--- config.mk ---
export PLATFORM = sky130hd
export DESIGN_NAME = bcxs_crossbar
export DESIGN_NICKNAME = d
export VERILOG_FILES = /design/src/rtl/bcxs_pkg.sv /design/src/rtl/bcxs_arb.sv /design/src/rtl/bcxs_crossbar.sv
export VERILOG_INCLUDE_DIRS = /design/src /design/src/rtl
export SDC_FILE = /design/constraint.sdc
export NUM_CORES = 1
export LEC_CHECK = 0
export BUFFER_PORTS_ARGS = -buffer_cell sky130_fd_sc_hd__buf_4
export CAP_MARGIN = 20
export CORE_AREA = 2 2 283 285
export CTS_CLUSTER_DIAMETER = 80
export DETAILED_ROUTE_END_ITERATION = 8
export DIE_AREA = 0 0 285 287
export PLACE_DENSITY_LB_ADDON = 0.25
export SLEW_MARGIN = 20
export SYNTH_ARGS = -nofsm -noshare
export SYNTH_HDL_FRONTEND = slang
export SYNTH_SLANG_ARGS = --single-unit
--- constraint.sdc ---
create_clock -name i_core_clk -period 19.1 [get_ports i_core_clk]
set_input_delay 1.91 -clock i_core_clk [delete_from_list [all_inputs] [get_ports i_core_clk]]
set_output_delay 1.91 -clock i_core_clk [all_outputs]
set_load 0.005 [all_outputs]
--- src/rtl/bcxs_regs.svh ---
/*
  constants of the bus crossbar switch: port counts, widths, address map, priority ranks.
  assumes it is included by bare name wherever these values are needed.
*/
`ifndef BCXS_REGS_SVH
`define BCXS_REGS_SVH

// port counts and path widths
`define BCXS_NM        4
`define BCXS_NS        3
`define BCXS_AW        32
`define BCXS_DW        32
`define BCXS_IDW       2
`define BCXS_RKW       2

// master port indices
`define BCXS_M_IFETCH  2'h0
`define BCXS_M_LSU     2'h1
`define BCXS_M_DMA     2'h2
`define BCXS_M_NET     2'h3

// slave port indices
`define BCXS_S_FLASH   2'h0
`define BCXS_S_SRAM    2'h1
`define BCXS_S_BRIDGE  2'h2

// address decode on the top nibble
`define BCXS_MAP_MSB    31
`define BCXS_MAP_LSB    28
`define BCXS_MAP_FLASH  4'h0
`define BCXS_MAP_SRAM   4'h4
`define BCXS_MAP_BRIDGE 4'hC

// fixed ranks per master, higher wins; elevated rank beats every fixed one
`define BCXS_RANK_M0   2'h2
`define BCXS_RANK_M1   2'h1
`define BCXS_RANK_M2   2'h1
`define BCXS_RANK_M3   2'h0
`define BCXS_RANK_ELEV 2'h3

`endif

--- src/rtl/bcxs_pkg.sv ---
/*
  types of the bus crossbar switch: request and answer bundles, slave port states.
  assumes bcxs_regs.svh sits on the include path.
*/
`include "bcxs_regs.svh"

package bcxs_pkg;

  // request from a master port, held until done
  typedef struct packed {
    logic                 valid;
    logic [`BCXS_AW-1:0]  addr;
    logic                 we;
    logic [`BCXS_DW-1:0]  wdata;
    logic                 lock;
    logic                 elev;
  } bcxs_mreq_s;

  // answer to a master port
  typedef struct packed {
    logic                 done;
    logic                 err;
    logic [`BCXS_DW-1:0]  rdata;
    logic                 stall;
  } bcxs_mrsp_s;

  // request presented to a slave port
  typedef struct packed {
    logic                  valid;
    logic [`BCXS_AW-1:0]   addr;
    logic                  we;
    logic [`BCXS_DW-1:0]   wdata;
    logic [`BCXS_IDW-1:0]  mid;
  } bcxs_sreq_s;

  // answer from a slave port
  typedef struct packed {
    logic                 ready;
    logic [`BCXS_DW-1:0]  rdata;
  } bcxs_srsp_s;

  typedef enum logic {SL_IDLE, SL_BUSY} bcxs_slv_e;

  typedef logic [`BCXS_IDW-1:0] bcxs_id_t;
  typedef logic [`BCXS_RKW-1:0] bcxs_rank_t;

endpackage

--- src/rtl/bcxs_arb.sv ---
/*
  one slave port arbiter: highest rank wins, ties go round-robin after the last grant.
  assumes requests and ranks are stable for the cycle; purely combinational.
*/
`timescale 1ns/1ps
`default_nettype none
`include "bcxs_regs.svh"

module bcxs_arb #(
  parameter int NM = `BCXS_NM
) (
  input  wire logic [NM-1:0]           i_req,      // eligible requesters
  input  wire bcxs_pkg::bcxs_rank_t    i_rank [NM], // effective rank per master
  input  wire bcxs_pkg::bcxs_id_t      i_last,     // last master granted
  output logic                         o_vld,      // some master granted
  output bcxs_pkg::bcxs_id_t           o_id        // granted master
);

  // best rank, then first tie at or after last plus one
  always_comb begin
    bcxs_pkg::bcxs_rank_t best;
    bcxs_pkg::bcxs_id_t   idx;
    best  = '0;
    o_vld = 1'b0;
    o_id  = '0;
    idx   = '0;
    for (int m = 0; m < NM; m++) begin
      if (i_req[m] && (!o_vld || i_rank[m] > best)) begin
        best  = i_rank[m];
        o_vld = 1'b1;
      end
    end
    for (int k = NM; k >= 1; k--) begin
      idx = bcxs_pkg::bcxs_id_t'((32'(i_last) + k) % NM);
      if (i_req[idx] && i_rank[idx] == best) begin
        o_id = idx;
      end
    end
  end

endmodule

`default_nettype wire

--- src/rtl/bcxs_crossbar.sv ---
/*
  bus crossbar switch: four master ports to three slave ports, per-slave arbitration.
  assumes masters hold a request until done and drop or change it after the done cycle;
  slaves hold ready low until they answer a registered request.
*/
// Notes on behaviour
// - four masters, three slaves, parallel paths
// - 32-bit address and data everywhere
// - two in flight, one a flash fetch
// - contention for one slave goes to higher priority; between slaves the lower slave index wins
// - losers stall until winner finishes
// - equal priority served round-robin from last
// - fixed rank per master port
// - temporary elevation above fixed rank
`timescale 1ns/1ps
`default_nettype none
`include "bcxs_regs.svh"

module bcxs_crossbar #(
  parameter int                   NM     = `BCXS_NM,
  parameter int                   NS     = `BCXS_NS,
  parameter bcxs_pkg::bcxs_rank_t RANK0  = `BCXS_RANK_M0,
  parameter bcxs_pkg::bcxs_rank_t RANK1  = `BCXS_RANK_M1,
  parameter bcxs_pkg::bcxs_rank_t RANK2  = `BCXS_RANK_M2,
  parameter bcxs_pkg::bcxs_rank_t RANK3  = `BCXS_RANK_M3
) (
  input  wire logic                 i_core_clk,   // system clock, 20 MHz
  input  wire logic                 i_rst,        // async reset, active high
  input  wire bcxs_pkg::bcxs_mreq_s i_mreq [NM],  // master requests
  output bcxs_pkg::bcxs_mrsp_s      o_mrsp [NM],  // master answers
  output bcxs_pkg::bcxs_sreq_s      o_sreq [NS],  // slave requests
  input  wire bcxs_pkg::bcxs_srsp_s i_srsp [NS]   // slave answers
);

  // decode an address to a slave index, hit flag in the top bit
  function automatic logic [2:0] dec(input logic [`BCXS_AW-1:0] a);
    logic [3:0] n;
    n = a[`BCXS_MAP_MSB:`BCXS_MAP_LSB];
    unique case (n)
      `BCXS_MAP_FLASH:  dec = {1'b1, `BCXS_S_FLASH};
      `BCXS_MAP_SRAM:   dec = {1'b1, `BCXS_S_SRAM};
      `BCXS_MAP_BRIDGE: dec = {1'b1, `BCXS_S_BRIDGE};
      default:          dec = 3'h0;
    endcase
  endfunction

  // slave port state
  bcxs_pkg::bcxs_slv_e  sl_st     [NS];
  bcxs_pkg::bcxs_slv_e  next_sl_st[NS];
  logic [NS-1:0]        owned,    next_owned;
  bcxs_pkg::bcxs_id_t   owner     [NS];
  bcxs_pkg::bcxs_id_t   next_owner[NS];
  bcxs_pkg::bcxs_id_t   last      [NS];
  bcxs_pkg::bcxs_id_t   next_last [NS];
  logic [NS-1:0]        sl_fetch, next_sl_fetch;
  bcxs_pkg::bcxs_sreq_s next_sreq [NS];

  // master port state
  logic [NM-1:0]        m_act,    next_m_act;
  bcxs_pkg::bcxs_mrsp_s next_mrsp [NM];

  // arbiter hookup
  bcxs_pkg::bcxs_rank_t rank [NM];
  logic [NM-1:0]        cand [NS];
  logic [NS-1:0]        g_vld;
  bcxs_pkg::bcxs_id_t   g_id [NS];
  logic [2:0]           mdec [NM];

  localparam bcxs_pkg::bcxs_rank_t FIX [4] = '{RANK0, RANK1, RANK2, RANK3};

  // effective rank and decode per master
  always_comb begin
    for (int m = 0; m < NM; m++) begin
      rank[m] = i_mreq[m].elev ? `BCXS_RANK_ELEV : FIX[m];
      mdec[m] = dec(i_mreq[m].addr);
    end
  end

  // candidates per slave: waiting, mapped here, owner only if held
  always_comb begin
    for (int s = 0; s < NS; s++) begin
      for (int m = 0; m < NM; m++) begin
        cand[s][m] = i_mreq[m].valid && mdec[m][2] && (32'(mdec[m][1:0]) == s)
                     && !m_act[m] && !o_mrsp[m].done
                     && (!owned[s] || 32'(owner[s]) == m);
      end
    end
  end

  genvar gs;
  generate
    for (gs = 0; gs < NS; gs++) begin : g_arb
      bcxs_arb #(
        .NM (NM)
      ) u_arb (
        .i_req  (cand[gs]),
        .i_rank (rank),
        .i_last (last[gs]),
        .o_vld  (g_vld[gs]),
        .o_id   (g_id[gs])
      );
    end
  endgenerate

  // next state of slaves and masters
  always_comb begin
    logic nonfetch;
    logic is_fetch;
    nonfetch = 1'b0;
    is_fetch = 1'b0;
    next_m_act = m_act;
    for (int m = 0; m < NM; m++) begin
      next_mrsp[m] = '0;
      next_mrsp[m].rdata = o_mrsp[m].rdata;
    end
    for (int s = 0; s < NS; s++) begin
      if (sl_st[s] == bcxs_pkg::SL_BUSY && !sl_fetch[s]) begin
        nonfetch = 1'b1;
      end
    end
    for (int s = 0; s < NS; s++) begin
      next_sl_st[s]    = sl_st[s];
      next_owned[s]    = owned[s];
      next_owner[s]    = owner[s];
      next_last[s]     = last[s];
      next_sl_fetch[s] = sl_fetch[s];
      next_sreq[s]     = o_sreq[s];
      unique case (sl_st[s])
        bcxs_pkg::SL_BUSY: begin
          if (i_srsp[s].ready) begin
            next_sl_st[s]         = bcxs_pkg::SL_IDLE;
            next_sreq[s].valid    = 1'b0;
            next_m_act[owner[s]]  = 1'b0;
            next_mrsp[owner[s]].done  = 1'b1;
            next_mrsp[owner[s]].rdata = i_srsp[s].rdata;
            next_owned[s] = i_mreq[owner[s]].lock;
          end
        end
        bcxs_pkg::SL_IDLE: begin
          if (owned[s] && !i_mreq[owner[s]].lock && !i_mreq[owner[s]].valid) begin
            next_owned[s] = 1'b0;
          end
          is_fetch = (g_id[s] == `BCXS_M_IFETCH) && (32'(`BCXS_S_FLASH) == s);
          if (g_vld[s] && (is_fetch || !nonfetch)) begin
            if (!is_fetch) begin
              nonfetch = 1'b1;
            end
            next_sl_st[s]     = bcxs_pkg::SL_BUSY;
            next_owned[s]     = 1'b1;
            next_owner[s]     = g_id[s];
            next_last[s]      = g_id[s];
            next_sl_fetch[s]  = is_fetch;
            next_m_act[g_id[s]] = 1'b1;
            next_sreq[s].valid = 1'b1;
            next_sreq[s].addr  = i_mreq[g_id[s]].addr;
            next_sreq[s].we    = i_mreq[g_id[s]].we;
            next_sreq[s].wdata = i_mreq[g_id[s]].wdata;
            next_sreq[s].mid   = g_id[s];
          end
        end
      endcase
    end
    // unmapped requests end at once with error; others stall while unserved
    for (int m = 0; m < NM; m++) begin
      if (i_mreq[m].valid && !mdec[m][2] && !m_act[m] && !o_mrsp[m].done) begin
        next_mrsp[m].done = 1'b1;
        next_mrsp[m].err  = 1'b1;
      end
      next_mrsp[m].stall = i_mreq[m].valid && !next_m_act[m] && !next_mrsp[m].done
                           && !o_mrsp[m].done;
    end
  end

  // register all state and outputs
  always_ff @(posedge i_core_clk or posedge i_rst) begin
    if (i_rst) begin
      for (int s = 0; s < NS; s++) begin
        sl_st[s]  <= bcxs_pkg::SL_IDLE;
        owner[s]  <= '0;
        last[s]   <= '0;
        o_sreq[s] <= '0;
      end
      owned    <= '0;
      sl_fetch <= '0;
      m_act    <= '0;
      for (int m = 0; m < NM; m++) begin
        o_mrsp[m] <= '0;
      end
    end else begin
      for (int s = 0; s < NS; s++) begin
        sl_st[s]  <= next_sl_st[s];
        owner[s]  <= next_owner[s];
        last[s]   <= next_last[s];
        o_sreq[s] <= next_sreq[s];
      end
      owned    <= next_owned;
      sl_fetch <= next_sl_fetch;
      m_act    <= next_m_act;
      for (int m = 0; m < NM; m++) begin
        o_mrsp[m] <= next_mrsp[m];
      end
    end
  end

endmodule

`default_nettype wire

# Yosys cells after proc, flatten, opt, wreduce, memory -nomap -nowiden

Cells that the tools add are included.

Output and inout port bits: 344
Word-level logic and storage cells: 591
Input port bits: 373
Bits in registers: 355

Muxes and demuxes: 209
Reduce and logical (&&, ||, !) cells: 201
Order comparisons: 54
Add/subtract/negate cells: 12
Bitwise operators: 30
Eq/ne operators: 46

Operators by type and width:

| kind                                               | number |
|---|---|
| bitwise mux 140 bit                                | 6 |
| 2-to-1 mux 140 bit                                 | 6 |
| binary-select mux 68 bit (select 2 bit)            | 6 |
| 2-to-1 mux 68 bit                                  | 9 |
| demux 35 bit (select 2 bit)                        | 6 |
| 2-to-1 mux 67 bit                                  | 6 |
| logical AND 1 bit                                  | 116 |
| 2-to-1 mux 2 bit                                   | 55 |
| 2-to-1 mux 35 bit                                  | 3 |
| 2-to-1 mux 33 bit                                  | 3 |
| 2-to-1 mux 1 bit                                   | 57 |
| >= comparator 3 bit, second input constant         | 18 |
| < comparator 2 x 3 -> 1 bit, second input constant | 18 |
| inverter 2 -> 3 bit                                | 18 |
| binary-select mux 2 bit (select 2 bit)             | 12 |
| zero test 1 bit                                    | 42 |
| one-hot mux 3 bit (3 select lines)                 | 4 |
| binary-select mux 1 bit (select 2 bit)             | 12 |
| == test 2 bit                                      | 12 |
| 2-to-1 mux 4 bit                                   | 6 |
| one-hot mux 4 bit (2 select lines)                 | 3 |
| logical OR 1 bit                                   | 22 |
| == test 2 bit, second input constant               | 10 |
| > comparator 2 bit                                 | 9 |
| other kinds (18)                                   | 93 |

# Longest topological paths before layout

Depth in word-level cells: 43
Depth in mapped cells: 33
Depth with buffers taken out: 28

# Hierarchy

Synthesis repeated with hierarchy kept, for this count alone.

Cell total of the unflattened synthesis: 2007
Area, all modules: 23707.7 um^2

Modules (own cells, without submodules):

| module        | area an instance (um^2) | sequential area each (um^2) | times used | cells an instance |
|---|---|---|---|---|
| bcxs_crossbar | 21110.2                 | 8883.5                      | 1          | 1629 |
| bcxs_arb      | 865.8                   | 0.0                         | 3          | 126 |

# Least setup slack after synthesis

Ideal clock, no wire load.

Kind: in2reg
From: input i_mreq[269] (netlist name)
To: register o_mrsp[70] (netlist name)
Library setup time: 0.121 ns
Data arrival time: 8.040 ns
Buffers on the path: 1
Stages: 27
Setup slack: 10.939 ns
Data required time: 18.979 ns
Path through: nor4_1 and3_1 clkinv_1 ha_1 mux2_2 a21o_1 and2_1 ha_1 nand2b_1 o21ai_0 o21ai_0 o211a_1 or2_2 ha_1 nor2b_1 a2bb2oi_1 a31o_1 and2_4 o31ai_4 xnor2_1 or3b_2 mux2i_1 o31a_2 a21oi_2 buf_6 or4_1 and4b_1

RTL lines:

| element                       | RTL line             | RTL |
|---|---|---|
| start, declared               | bcxs_crossbar.sv:29  | `input wire bcxs_pkg::bcxs_mreq_s i_mreq [NM],` |
| end signal, assigned by index | bcxs_crossbar.sv:200 | `o_mrsp[m] <= next_mrsp[m];` |
| end, declared                 | bcxs_crossbar.sv:30  | `output bcxs_pkg::bcxs_mrsp_s o_mrsp [NM],` |

# Final worst setup path

From: input i_mreq[270] (netlist name)
To: register o_sreq[175] (netlist name)

Cells in the longest elaborated chain, start to end: 30
Elaborated cells on any way between the ends: 58
Classes of those cells: 3 x order compare; 6 x eq/ne; 24 x mux; 1 x bitwise; 24 x reduce/logical

RTL lines:

| element                                                                      | RTL line                                   | RTL |
|---|---|---|
| == test 4 bit, or another cell as far along                                  | bcxs_crossbar.sv:39                        | `unique case (n)` |
| one-hot mux 3 bit (3 select lines) *                                         | bcxs_crossbar.sv:39                        |  |
| zero test 2 bit or logical AND 1 bit (tied branches)                         | bcxs_crossbar.sv:83                        | `cand[s][m] = i_mreq[m].valid && mdec[m][2] && (32'(mdec[m][1:0]) == s)` |
| logical AND 1 bit *                                                          | bcxs_crossbar.sv:83                        |  |
| logical AND 1 bit * (2 in series)                                            | bcxs_crossbar.sv:84                        | `&& !m_act[m] && !o_mrsp[m].done` |
| logical AND 1 bit *                                                          | bcxs_crossbar.sv:85                        | `&& (!owned[s] \|\| 32'(owner[s]) == m);` |
| 2-to-1 mux 2 bit or 2-to-1 mux 1 bit (tied branches)                         | bcxs_arb.sv:28                             | `if (i_req[m] && (!o_vld \|\| i_rank[m] > best)) begin` |
| > comparator 2 bit or zero test 1 bit (tied branches)                        | bcxs_arb.sv:28                             |  |
| [... 10 more ...]                                                            | --                                         |  |
| 2-to-1 mux 2 bit                                                             | bcxs_arb.sv:28                             |  |
| == test 2 bit                                                                | bcxs_arb.sv:35                             | `if (i_req[idx] && i_rank[idx] == best) begin` |
| logical AND 1 bit                                                            | bcxs_arb.sv:35                             |  |
| 2-to-1 mux 2 bit (4 in series)                                               | bcxs_arb.sv:35                             |  |
| inverter 2 -> 3 bit (not written as such) or zero test 2 bit (tied branches) | --                                         |  |
| binary-select mux 68 bit (select 2 bit) or logical OR 1 bit (tied branches)  | bcxs_crossbar.sv:155, bcxs_crossbar.sv:144 |  |
| 2-to-1 mux 67 bit or logical AND 1 bit (tied branches)                       | --                                         |  |
| 2-to-1 mux 67 bit or AND reduction 2 bit (tied branches)                     | --                                         |  |
| end signal, assigned by index                                                | bcxs_crossbar.sv:194                       | `o_sreq[s] <= next_sreq[s];` |
| end, declared                                                                | bcxs_crossbar.sv:31                        | `output bcxs_pkg::bcxs_sreq_s o_sreq [NS],` |

Every way passes the cells marked *; elsewhere a longest branch is shown, timed or not. The select of a mux whose other input is x is not followed.
A chain may end at the register's enable or synchronous reset.

==> key figures <==
STA
  – Hold Vio Cnt, Final: 0
  – Final setup TNS: 0 ns
  – Highest Clock Rate: 0.1012 GHz
  – Post-route minimum period: 9.883 ns
  – Final setup viols: 0
  – Slew @ Worst Pin: 1.297 ns
  – Rel. slew slack: 13.51%
  – RSZ-0062 raised after global routing: false
  – Final Skew: 0.01930 ns
  – Slew Limit Fails: 0
  – Crit share post-route: 51.74%
  – Final worst setup slack: 9.217 ns

Global routing
  – First-pass GRT wire length: 167.8 mm
  – All-Layer GR Usage: 26.43%
  – Initial antenna violation count: 8
  – Largest net degree at the start of global routing: 134
  – GR Overflow Total: 0
  – Vias in the first global route: 25370

Outcome
  – Status: finished clean

Place
  – Number of port buffers: 716
  – DP Wirelength: 75.04 mm
  – Placed cell areas: 32740 um2
  – Gpl congestion: 0.9050
  – Setup WS pre-CTS: 8.780 ns

Critical path
  – Slowest stage delay, CP: 0.87 ns
  – Critical Path RT: 19.57 ns
  – Startpoint types: primary input
  – CP arrival: 10.35 ns
  – Setup crit end kind: register
  – Crit path kind: primary input to register
  – Slowest CP cell: o31ai_4
  – CP Max Fanout: 51

Logic synthesis
  – Count of state elements after synthesis: 355
  – Cell count after synthesis: 2917
  – Ys Warns: 0
  – Mux share of post-synthesis cell area: 32.39%
  – Cell area after synthesis: 26690 um2
  – Syn nets: 3314
  – Adder-cell area share of the yosys netlist: 1.125%
  – Top FF cell, synth: dfrtp_1
  – Post-synthesis cell type count: 83
  – Largest family of logic cells by synthesized area: multiplexers
  – Post-Synth Simple-Gate Area: 10.79%
  – Register area share after synthesis: 33.28%
  – Mapped Avg Cell Area: 9.150 um2
  – Async SR Flop Fraction: 100.0%
  – Post-synthesis compound-gate area fraction: 17.19%
  – Xor and xnor area share after synthesis: 0.6235%
  – Post-synth EDFFs: 0

Clocking
  – Clk root buf: clkbuf_16
  – Total CTS buffers: 47
  – # Post-CTS Setup Buffers: 0
  – Clock transition at path regs: 0.06 ns
  – H-tree depth: 2
  – Max Buffers Root-to-Sink: 3
  – CTS tree: yes
  – Post-cts resize count: 0
  – Sink Count: 355
  – Worst-skew pair later-pin latency: 0.59 ns
  – # hold bufs at CTS: 0

Floorplanning
  – Die area: 81800 um2
  – Die height: 287 um
  – Die width: 285 um
  – Row Count: 103
  – I/O pins: 717
  – Starting density of the core: 33.95%
  – Placeable Area: 78610 um2

Routing
  – Detailed-route DRC error count: 0
  – Final WL: 112.8 mm
  – 1st-iter DRT viols: 1681
  – Via count: 25910
  – Post-route ant nets: 0
  – Drt wl/cell: 24.81 um
  – DR pass1 iterations: 5
  – Via-per-instance ratio: 5.699

Layout
  – P&R area growth vs syn: 28.29%
  – Nets: 3858
  – Fin area: 34240 um2
  – Layout cells sized above 1: 29.94%

Power
  – Peak VDD IR: 0.00009100 V
  – Leak: 15.52 nW
  – Pwr/cell area: 111.8 nW/um2

Hold path
  – Kind of path behind the tightest hold check: register to register

Job
  – Max_cap viols: 0
## critical path, delay by kind of cell
family	cells	cell delay [ns]
multiplexers	3	0.88
buffers and inverters	4	1.59
AO/OA/AOI/OAI	9	2.61
adder cells (fa/ha/maj)	3	0.95
XOR/XNOR	1	0.26
AND/OR/NAND/NOR	9	2.05
## state kept, by name (all words and copies together) (netlist names)
name and cells:
last 6, m_act 4, o_mrsp 140, o_sreq 198
owned 3, sl_fetch 1, sl_st 3
## metrics by stage
stage / utilization [%] / hold slack (ns) / power [W] / std cells
floorplan: - / 0.4590 / 0.002006 / 2917
global placement: 41.64 / 0.4537 / 0.002927 / 4462
detailed placement: 41.64 / 0.4575 / 0.002939 / 4462
CTS: 43.54 / 0.4756 / 0.003843 / 4544
global route: 43.55 / 0.5064 / 0.004054 / 4546
finish: 43.56 / 0.4732 / 0.003827 / 4547
## path summary, 6_finish.rpt
| kind | cells after the start | slack, ns | startpoint | endpoint |
|---|---|---|---|---|
| setup / recovery | 29 | 9.22 | i_mreq[270] | o_sreq[175] |
| hold / removal | 1 | 0.47 | o_sreq[133] | o_sreq[133] |
| setup reg to reg | 31 | 9.28 | last[4] | o_sreq[175] |
| hold reg to reg | 1 | 0.47 | o_sreq[133] | o_sreq[133] |
| max in group asynchronous | 4 | 15.42 | i_rst | o_sreq[182] |
| min in group asynchronous | 2 | 1.40 | i_rst | o_sreq[202] |
## area by class of cell
| type | count | area, um2 |
|---|---|---|
| clock inverter | 15 | 142.6 |
| multi-input combinational | 2272 | 16680 |
| timing repair buffer | 756 | 5742 |
| antenna | 3 | 7.507 |
| sequential | 355 | 8887 |
| clock buffer | 67 | 1351 |
| tap | 1050 | 1314 |
| inverter | 29 | 116.4 |
| fill | 7864 | 44370 |
## layout by cell type, fill, tap and decap left out, types with 10 or more instances in the layout
| master | count |
|---|---|
| nand3_1 | 140 |
| a211oi_1 | 17 |
| nor3_1 | 26 |
| xnor2_1 | 12 |
| and2_1 | 14 |
| mux2i_1 | 622 |
| mux2_2 | 158 |
| inv_1 | 23 |
| ha_1 | 24 |
| dfrtp_1 | 354 |
| nor2_1 | 32 |
| o21ai_0 | 328 |
| a21oi_1 | 287 |
| clkbuf_1 | 10 |
| nor2b_1 | 10 |
| mux4_2 | 11 |
| buf_4 | 750 |
| nand2_1 | 289 |
| clkbuf_8 | 10 |
| o21ai_1 | 20 |
| clkbuf_16 | 47 |
| a31oi_1 | 15 |
| mux2_1 | 30 |
| nand2b_1 | 19 |
| o221ai_1 | 61 |
## per-layer routing
metal | track usage (%) | share of wire, % | routed length [um]
met4 | 8.717 | 3.6 | 4068
met5 | 0 | 0.063 | 71
met1 | 33.24 | 40 | 45520
met2 | 43.52 | 47 | 52740
met3 | 7.627 | 9.2 | 10400
## synthesized netlist by cell type (22+ instances only)
cell type,n,area share [%]
buf_2,57,1.1
mux2_1,30,1.3
a21oi_1,289,5.4
o221ai_1,61,2.0
clkbuf_1,163,2.3
nand2b_1,22,0.52
mux2_2,158,6.7
mux2i_1,622,23
dfrtp_1,355,33
nor2_1,32,0.45
ha_1,24,1.1
o21ai_0,328,6.2
buf_1,24,0.34
nand3_1,140,2.6
inv_1,24,0.34
nor3_1,27,0.51
nand2_1,290,4.1
## report_power, final
part	internal, W	total (W)	switching [W]
sequential	0.00107	0.00129	0.000220
clock	0.000517	0.000889	0.000372
combinational	0.000828	0.00165	0.000818
total	0.00242	0.00383	0.00141
## kinds of logic (layout without fill, tap and decap cells)
kind of cell,Yosys count,count (layout)
xor gates and xnor gates,19,19
other,0,3
buffers and inverters,290,867
adders and majority gates,24,24
muxes,824,824
AOI/OAI and AO/OA,801,801
and+or+nand+nor,604,604
DFF,355,355
Power figures use the tool's default switching activity.
